$ cat src/pkg/sac_pkg.sv
// constants and carrier types of the 10-bit converter control block
package sac_pkg;
   localparam logic [15:0] SAC_ADDR_RESULT_LO = 16'hFF0E;
   localparam logic [15:0] SAC_ADDR_RESULT_HI = 16'hFF0F;
   localparam logic [15:0] SAC_ADDR_MODE      = 16'hFF80;
   localparam logic [15:0] SAC_ADDR_CHANNEL   = 16'hFF81;
   localparam logic [7:0]  SAC_MODE_RESET     = 8'h00;
   localparam logic [7:0]  SAC_CHAN_RESET     = 8'h00;
   localparam logic [15:0] SAC_RESULT_RESET   = 16'h0000;
   localparam int SAC_BIT_ENABLE   = 7;
   localparam int SAC_BIT_HWSTART  = 6;
   localparam int SAC_BIT_TIME_LO  = 3;
   localparam int SAC_BIT_EDGE_LO  = 1;
   localparam int SAC_BIT_REF      = 0;
   localparam int SAC_RES_W        = 10;
   localparam int SAC_RES_SHIFT    = 6;
   localparam int SAC_CHAN_W       = 3;
   localparam int SAC_CLK_HZ       = 50_000_000;
   localparam int SAC_REF_SETTLE_NS = 14_000;
   localparam int SAC_REF_SETTLE_CYC = (SAC_REF_SETTLE_NS * (SAC_CLK_HZ / 1_000_000) + 999) / 1000;
   localparam logic [9:0] SAC_LEN_144 = 10'h090;
   localparam logic [9:0] SAC_LEN_120 = 10'h078;
   localparam logic [9:0] SAC_LEN_96  = 10'h060;
   localparam logic [9:0] SAC_LEN_576 = 10'h240;
   localparam logic [9:0] SAC_LEN_480 = 10'h1E0;
   localparam logic [9:0] SAC_LEN_384 = 10'h180;
   localparam logic [9:0] SAC_SAMPLE_CYC = 10'h00C;
   localparam logic [1:0] SAC_EDGE_NONE = 2'h0;
   localparam logic [1:0] SAC_EDGE_FALL = 2'h1;
   localparam logic [1:0] SAC_EDGE_RISE = 2'h2;
   localparam logic [1:0] SAC_EDGE_BOTH = 2'h3;

   typedef struct packed {
      logic        rd;
      logic        wr;
      logic        wide;
      logic        bit_op;
      logic [2:0]  bit_sel;
      logic        bit_val;
      logic [15:0] addr;
      logic [7:0]  wdata;
   } sac_bus_req_t;

   typedef struct packed {
      logic       sample;
      logic       hold;
      logic       ref_on;
      logic [9:0] tap;
      logic [7:0] chan_onehot;
   } sac_analog_t;
endpackage
$ cat src/design/sac_edge_det.sv
// trigger synchroniser and edge detector
`timescale 1ns/100ps
`default_nettype none
module sac_edge_det
   import sac_pkg::*;
(
   input  wire logic       core_clk,
   input  wire logic       reset,
   input  wire logic       pin,
   input  wire logic [1:0] edge_sel,
   output logic            edge_hit
);
   typedef struct packed {
      logic s1;
      logic s2;
      logic s3;
      logic hit;
   } sac_edge_st_t;
   sac_edge_st_t q, d;

   always_comb begin
      d    = q;
      d.s1 = pin;
      d.s2 = q.s1;
      d.s3 = q.s2;
      unique case (edge_sel)
         SAC_EDGE_NONE: d.hit = 1'b0;
         SAC_EDGE_FALL: d.hit = q.s3 & ~q.s2;
         SAC_EDGE_RISE: d.hit = ~q.s3 & q.s2;
         SAC_EDGE_BOTH: d.hit = q.s3 ^ q.s2;
      endcase
   end

   always_ff @(posedge core_clk) begin
      if (reset) begin
         q <= '0;
      end else begin
         q <= d;
      end
   end

   assign edge_hit = q.hit;
endmodule
`default_nettype wire

$ cat src/design/sac_top.sv
// converter control: registers, sequencing and approximation
`timescale 1ns/100ps
`default_nettype none
module sac_top
   import sac_pkg::*;
#(
   parameter int REF_SETTLE_CYC = SAC_REF_SETTLE_CYC
)
(
   input  wire logic         core_clk,
   input  wire logic         reset,
   input  wire sac_bus_req_t bus_req,
   output logic [15:0]       bus_rdata,
   input  wire logic         conversion_trigger_pin,
   input  wire logic         comparator_high,
   output sac_analog_t       analog_ctl,
   output logic [7:0]        port_pin_digital_en,
   output logic              conversion_done_irq,
   output logic              reference_ready
);
   // settle counter is 12 bits wide
   if (REF_SETTLE_CYC < 1 || REF_SETTLE_CYC > 4095) begin
      $error("REF_SETTLE_CYC out of range");
   end

   typedef enum logic [1:0] {
      ST_IDLE   = 2'b00,
      ST_WAIT   = 2'b01,
      ST_SAMPLE = 2'b10,
      ST_CONV   = 2'b11
   } sac_state_t;

   typedef struct packed {
      sac_state_t  st;
      logic [7:0]  mode;
      logic [2:0]  chan;
      logic [15:0] result;
      logic [9:0]  sar;
      logic [3:0]  bitn;
      logic [9:0]  cnt;
      logic [9:0]  step_cnt;
      logic [11:0] ref_cnt;
      logic        ref_ok;
      logic        irq;
      logic [15:0] rdata;
      sac_analog_t an;
      logic [7:0]  dig_en;
   } sac_top_st_t;

   sac_top_st_t q, d;
   logic        edge_hit;
   logic        conv_en;
   logic        hw_mode;
   logic [9:0]  conv_len;
   logic [9:0]  step_len;
   logic        mode_wr;
   logic        chan_wr;
   logic [7:0]  mode_new;

   sac_edge_det u_edge (
      .core_clk (core_clk),
      .reset    (reset),
      .pin      (conversion_trigger_pin),
      .edge_sel (q.mode[SAC_BIT_EDGE_LO +: 2]),
      .edge_hit (edge_hit)
   );

   // ************************************************************
   // register decode
   // ************************************************************
   always_comb begin
      mode_wr  = bus_req.wr && bus_req.addr == SAC_ADDR_MODE;
      chan_wr  = bus_req.wr && !bus_req.bit_op && bus_req.addr == SAC_ADDR_CHANNEL;
      mode_new = q.mode;
      if (bus_req.bit_op) begin
         mode_new[bus_req.bit_sel] = bus_req.bit_val;
      end else begin
         mode_new = bus_req.wdata;
      end
      conv_en = q.mode[SAC_BIT_ENABLE];
      hw_mode = q.mode[SAC_BIT_HWSTART];
      unique case (q.mode[SAC_BIT_TIME_LO +: 3])
         3'h0:    conv_len = SAC_LEN_144;
         3'h1:    conv_len = SAC_LEN_120;
         3'h2:    conv_len = SAC_LEN_96;
         3'h4:    conv_len = SAC_LEN_576;
         3'h5:    conv_len = SAC_LEN_480;
         3'h6:    conv_len = SAC_LEN_384;
         default: conv_len = SAC_LEN_144;
      endcase
      step_len = 10'((conv_len - SAC_SAMPLE_CYC) / 10'd10);
   end

   // ************************************************************
   // sequencing and approximation
   // ************************************************************
   always_comb begin
      d     = q;
      d.irq = 1'b0;
      if (mode_wr) begin
         d.mode = mode_new;
      end
      if (chan_wr) begin
         d.chan = bus_req.wdata[SAC_CHAN_W-1:0];
      end
      // ready falls in the same cycle as the reference enable
      if (!d.mode[SAC_BIT_REF]) begin
         d.ref_cnt = '0;
         d.ref_ok  = 1'b0;
      end else if (!q.ref_ok) begin
         d.ref_cnt = q.ref_cnt + 12'd1;
         d.ref_ok  = (q.ref_cnt == 12'(REF_SETTLE_CYC - 1));
      end
      unique case (q.st)
         ST_IDLE: begin
            if (conv_en) begin
               d.st = hw_mode ? ST_WAIT : ST_SAMPLE;
               d.cnt = '0;
            end
         end
         ST_WAIT: begin
            if (edge_hit) begin
               d.st  = ST_SAMPLE;
               d.cnt = '0;
            end
         end
         ST_SAMPLE: begin
            d.cnt = q.cnt + 10'd1;
            if (q.cnt == SAC_SAMPLE_CYC - 10'd1) begin
               d.st       = ST_CONV;
               d.bitn     = 4'd9;
               d.sar      = 10'h200;
               d.step_cnt = '0;
            end
         end
         ST_CONV: begin
            d.cnt      = q.cnt + 10'd1;
            d.step_cnt = q.step_cnt + 10'd1;
            if (q.step_cnt == step_len - 10'd1 && q.bitn != 4'hF) begin
               d.step_cnt = '0;
               d.sar[q.bitn] = comparator_high;
               if (q.bitn != 4'd0) begin
                  d.sar[q.bitn - 4'd1] = 1'b1;
               end
               d.bitn = q.bitn - 4'd1;
            end
            if (q.cnt == conv_len - 10'd1) begin
               d.result = {q.sar, {SAC_RES_SHIFT{1'b0}}};
               d.irq    = 1'b1;
               d.cnt    = '0;
               d.st     = hw_mode ? ST_WAIT : ST_SAMPLE;
            end
         end
      endcase
      if (mode_wr || chan_wr) begin
         d.irq = 1'b0;
         d.cnt = '0;
         if (mode_wr ? !mode_new[SAC_BIT_ENABLE] : !conv_en) begin
            d.st = ST_IDLE;
         end else if (mode_wr ? mode_new[SAC_BIT_HWSTART] : hw_mode) begin
            d.st = ST_WAIT;
         end else begin
            d.st = ST_SAMPLE;
         end
      end else if (!conv_en) begin
         d.st  = ST_IDLE;
         d.irq = 1'b0;
         d.result = q.result;
      end
      d.an.sample = (d.st == ST_SAMPLE);
      d.an.hold   = (d.st == ST_CONV);
      d.an.ref_on = d.mode[SAC_BIT_REF];
      d.an.tap    = d.sar;
      d.an.chan_onehot = (d.st != ST_IDLE) ? 8'(8'h01 << d.chan) : 8'h00;
      d.dig_en    = ~d.an.chan_onehot;
      d.rdata     = 16'h0000;
      if (bus_req.rd) begin
         unique case (bus_req.addr)
            SAC_ADDR_RESULT_LO: d.rdata = bus_req.wide ? q.result
                                                       : {8'h00, q.result[7:0]};
            SAC_ADDR_RESULT_HI: d.rdata = {8'h00, q.result[15:8]};
            SAC_ADDR_MODE:      d.rdata = {8'h00, q.mode};
            SAC_ADDR_CHANNEL:   d.rdata = {13'h0000, q.chan};
            default:            d.rdata = 16'h0000;
         endcase
      end
   end

   always_ff @(posedge core_clk) begin
      if (reset) begin
         q        <= '0;
         q.st     <= ST_IDLE;
         q.mode   <= SAC_MODE_RESET;
         q.chan   <= SAC_CHAN_RESET[2:0];
         q.result <= SAC_RESULT_RESET;
         q.dig_en <= 8'hFF;
      end else begin
         q <= d;
      end
   end

   assign bus_rdata           = q.rdata;
   assign analog_ctl          = q.an;
   assign port_pin_digital_en = q.dig_en;
   assign conversion_done_irq = q.irq;
   assign reference_ready     = q.ref_ok;
endmodule
`default_nettype wire

$ cat config.mk
export PLATFORM = sky130hd
export DESIGN_NAME = sac_top
export DESIGN_NICKNAME = d
export VERILOG_FILES = /design/src/pkg/sac_pkg.sv /design/src/design/sac_edge_det.sv /design/src/design/sac_top.sv
export SDC_FILE = /design/constraint.sdc
export NUM_CORES = 1
export LEC_CHECK = 0
export BUFFER_PORTS_ARGS = -buffer_cell sky130_fd_sc_hd__clkbuf_2
export CAP_MARGIN = 20
export CORE_AREA = 2 2 82 163
export CTS_CLUSTER_SIZE = 10
export DETAILED_ROUTE_END_ITERATION = 10
export DIE_AREA = 0 0 84 165
export GPL_ROUTABILITY_DRIVEN = 0
export PLACE_DENSITY = 0.66
export SLEW_MARGIN = 20
export SYNTH_ARGS = -nofsm -noshare
export SYNTH_HDL_FRONTEND = slang
export SYNTH_SLANG_ARGS = --single-unit
$ cat constraint.sdc
create_clock -name core_clk -period 8.4 [get_ports core_clk]
set_input_delay 0.42 -clock core_clk [delete_from_list [all_inputs] [get_ports core_clk]]
set_output_delay 0.42 -clock core_clk [all_outputs]
set_load 0.005 [all_outputs]
==> results_dict.tcl <==
set metrics [dict create \
    drive_above_1_share_pct 15.8 \
    cts_tree "done" \
    io_pins 83 \
    avgSynthCellArea_um2 8.22 \
    vias 5405 \
    grt_pass1_wl_um 24200 \
    ff2ff_path_depth 22 \
    crit-reg2reg-launch "q[116]" \
    coreArea_mm2 0.0126 \
    cp-startpoint "q[116]" \
    nFillCells 1233 \
    final.setup.tns_ns 0 \
    grt_use_total_pct 21.7 \
    combPwrFrac_pct 3.2 \
    core.rowCount 58 \
    routedWlPerCell_um 16.6 \
    critical_path.endpoint "analog_ctl[17]" \
    finClkSkew_ns 0.0140 \
    first_iter_violations 260 \
    clock-sinks 109 \
    hold_buffers 0 \
    synth_cell_types 75 \
    rr_endpoint "analog_ctl[17]" \
    dr.pass1.iters 5 \
    max-clock-path-buffers 2 \
    r2r_slack_ns 1.90 \
    synth_fp_nets 806 \
    crit_required_ns 8.67 \
    finalHoldViolations 0 \
    postSynth.asyncResetShare_pct 0 \
    ys.flop_type "dfxtp_1" \
    synth_edf_count 0 \
    end_kind "flip-flop" \
    syn_inst 756 \
    clockPowerShare_pct 43.4 \
    max-slew-margin-rel_pct 41.5 \
    die_area_mm2 0.0139 \
    die_width_um 84 \
    ys_ff_latch 109 \
    power.switching_uw 230 \
    worst_slew_pin_slew_ns 0.878 \
    insertion_delay_ns 0.35 \
    p_int_uw 739 \
    cts_resized 0 \
    cts_root_buf "clkbuf_16" \
    final_util_pct 52.2 \
    vdd_ir_drop_max_uv 117 \
    worstPathCellList "nand2b_1 -> nor2_1 -> nor2_1 -> ha_1 -> inv_1 -> a21oi_1 -> mux2i_1 -> a221oi_1 -> inv_1 -> ha_1 -> a21o_1 -> a311oi_1 -> o211ai_1 -> nor3_1 -> ha_1 -> xnor2_1 -> a2111oi_0 -> nand4_1 -> a2111oi_2 -> o2111a_2 -> mux2_1 -> nor3_1" \
    grt_max_degree 38 \
    crit_path_top_delay_cell "dfxtp_1" \
    fmax_mhz 154 \
    cts_inserted_buffers 9 \
    cpMostUsedCell "ha_1" \
    synth.cell_area_mm2 0.00622 \
    cp_max_fo 27 \
    antenna_left 0 \
    hp-class "primary input to flip-flop" \
    critPathMaxStageDelay_ns 0.87 \
    final_common_cell "dfxtp_1" \
    max_cap_violations 0 \
    cts_setup_buffers 0 \
    overflow 0 \
    seq_area_mm2 0.00218 \
    grt_pass1_vias 5202 \
    outcome "finished clean" \
    syn2layout_area_growth_pct 5.35 \
    most-common-layout-cells "109 x dfxtp_1, 86 x nor2_1, 82 x clkbuf_2" \
    rsz0062_at_grt "no" \
    die_y_um 165 \
    drv_slew 0 \
    multi_input_area_mm2 0.00339 \
    final_nets 809 \
    dpl.hpwl_um 11500 \
    yosys_warnings 0 \
    min_period_ns 6.50 \
    p_per_area_mw_per_mm2 148 \
    drt-total-wl_um 15100 \
    antenna_found_initial 0 \
    via_per_inst 5.91 \
    seqPwrFrac_pct 53.3 \
    drc_errors 0 \
    start_kind "flip-flop" \
    cp.arrival_ns 6.76 \
    finalCritPeriodShare_pct 77.4 \
    leakagePower_nw 2.54 \
    p_sw_share_pct 23.7 \
    num_antenna_cells 0 \
    clkSlewWorstSetupHoldPaths_ns 0.08 \
    seq_area_frac_synth_pct 35.1 \
    portBuffers 82 \
    start_util_pct 49.5 \
    path_class "flip-flop to flip-flop" \
    htree_levels 3 \
    setup_viol 0 \
]
## flip-flops by register name (all words and copies together) (netlist names)
| register | cells |
|---|---|
| reference_ready | 1 |
| port_pin_digital_en | 8 |
| u_edge.q | 1 |
| q | 57 |
| conversion_done_irq | 1 |
| analog_ctl | 20 |
| u_edge.edge_hit | 1 |
| conv_en | 1 |
| u_edge.d | 2 |
| bus_rdata | 16 |
| hw_mode | 1 |
## layer usage
layer | GRT usage [%] | wire, um | up-vias
met5 | 0 | 0 | -
met4 | 12.4 | 685 | 0
met3 | 3.05 | 645 | 49
met2 | 42.5 | 8340 | 178
met1 | 21.3 | 5480 | 2559
li1 | - | - | 2619
## through the flow
| stage | instance area, um2 | power (mW) | worst slack [ns] | cells | hold slack (ns) |
|---|---|---|---|---|---|
| after floorplan | 6220 | 0.547 | 3.52 | 756 | 0.414 |
| after global placement | 6250 | 0.560 | 2.35 | 898 | 0.418 |
| after detailed placement | 6250 | 0.560 | 1.98 | 898 | 0.426 |
| after CTS | 6550 | 0.979 | 1.97 | 914 | 0.270 |
| after global routing | 6550 | 1.00 | 1.35 | 914 | 0.280 |
| final | 6550 | 0.969 | 1.90 | 914 | 0.275 |
## final cells by class
type,count,area share (%)
flip-flops and latches,109,33.3
well taps,150,2.87
clock buffers,9,3.44
clock inverters,7,1.17
multi-input cells,538,51.8
inverters,18,1.03
repair buffers,83,6.38
## Yosys cell counts (all sizes together), types with 5 or more instances
library cell / n / share of area [%]
a211oi: 8 / 1.0
a21oi: 35 / 2.8
a221oi: 8 / 1.2
a22o: 7 / 0.99
a22oi: 6 / 0.72
a31oi: 5 / 0.50
and2: 12 / 1.2
and3: 19 / 1.9
buf: 66 / 7.7
clkbuf: 25 / 1.5
dfxtp: 109 / 35
ha: 14 / 2.8
inv: 18 / 1.1
mux2i: 19 / 3.1
nand2: 65 / 4.0
nand2b: 14 / 1.5
nand3: 30 / 2.4
nand3b: 8 / 1.0
nand4: 14 / 1.4
nor2: 86 / 5.2
nor2b: 17 / 1.7
nor3: 13 / 1.1
nor3b: 6 / 0.81
o21ai: 38 / 3.1
o22ai: 5 / 0.50
o2bb2ai: 9 / 1.3
o31ai: 6 / 0.81
or3: 5 / 0.50
or4b: 5 / 0.87
xnor2: 14 / 2.0
xor2: 23 / 3.2
## power groups by stage
stage / Sequential, mW / Clock, mW / Combinational [mW]
3_5_place_dp: 0.529 / 0 / 0.0312
3_3_place_gp: 0.529 / 0 / 0.0305
6_report: 0.517 / 0.421 / 0.0314
2_1_floorplan: 0.529 / 0 / 0.0180
4_1_cts: 0.517 / 0.431 / 0.0314
5_1_grt: 0.517 / 0.452 / 0.0351
## worst min path at each step
| stage | from | endpoint | slack (ns) | cells past startpoint |
|---|---|---|---|---|
| floorplan | u_edge.d[2] | u_edge.d[1] | 0.41 | 1 |
| global placement | u_edge.d[2] | u_edge.d[1] | 0.42 | 1 |
| CTS | conversion_trigger_pin | u_edge.d[2] | 0.27 | 2 |
| global route | conversion_trigger_pin | u_edge.d[2] | 0.28 | 2 |
| finish | conversion_trigger_pin | u_edge.d[2] | 0.28 | 2 |
| detailed placement | u_edge.d[2] | u_edge.d[1] | 0.43 | 1 |
## critical path, delay by kind of cell, from the launching register on
kind,cells,cell delay [ns]
xor+xnor,1,0.14
fa+ha+maj,3,1.22
simple gates,6,1.18
flops,1,0.87
mux,2,0.45
buf+inv,2,0.30
compound gates,8,2.27
## cells by family after synthesis
kind of cell               count (synthesis)  share of synthesized area (%)
DFF                                      109                           35.1
xor gates and xnor gates                  37                           5.21
muxes                                     22                           3.60
buffers and inverters                    109                           10.3
adders and majority gates                 14                           2.82
and+or+nand+nor                          313                           26.4
AOI/OAI and AO/OA                        152                           16.5
(Power assumes the default switching activity.)
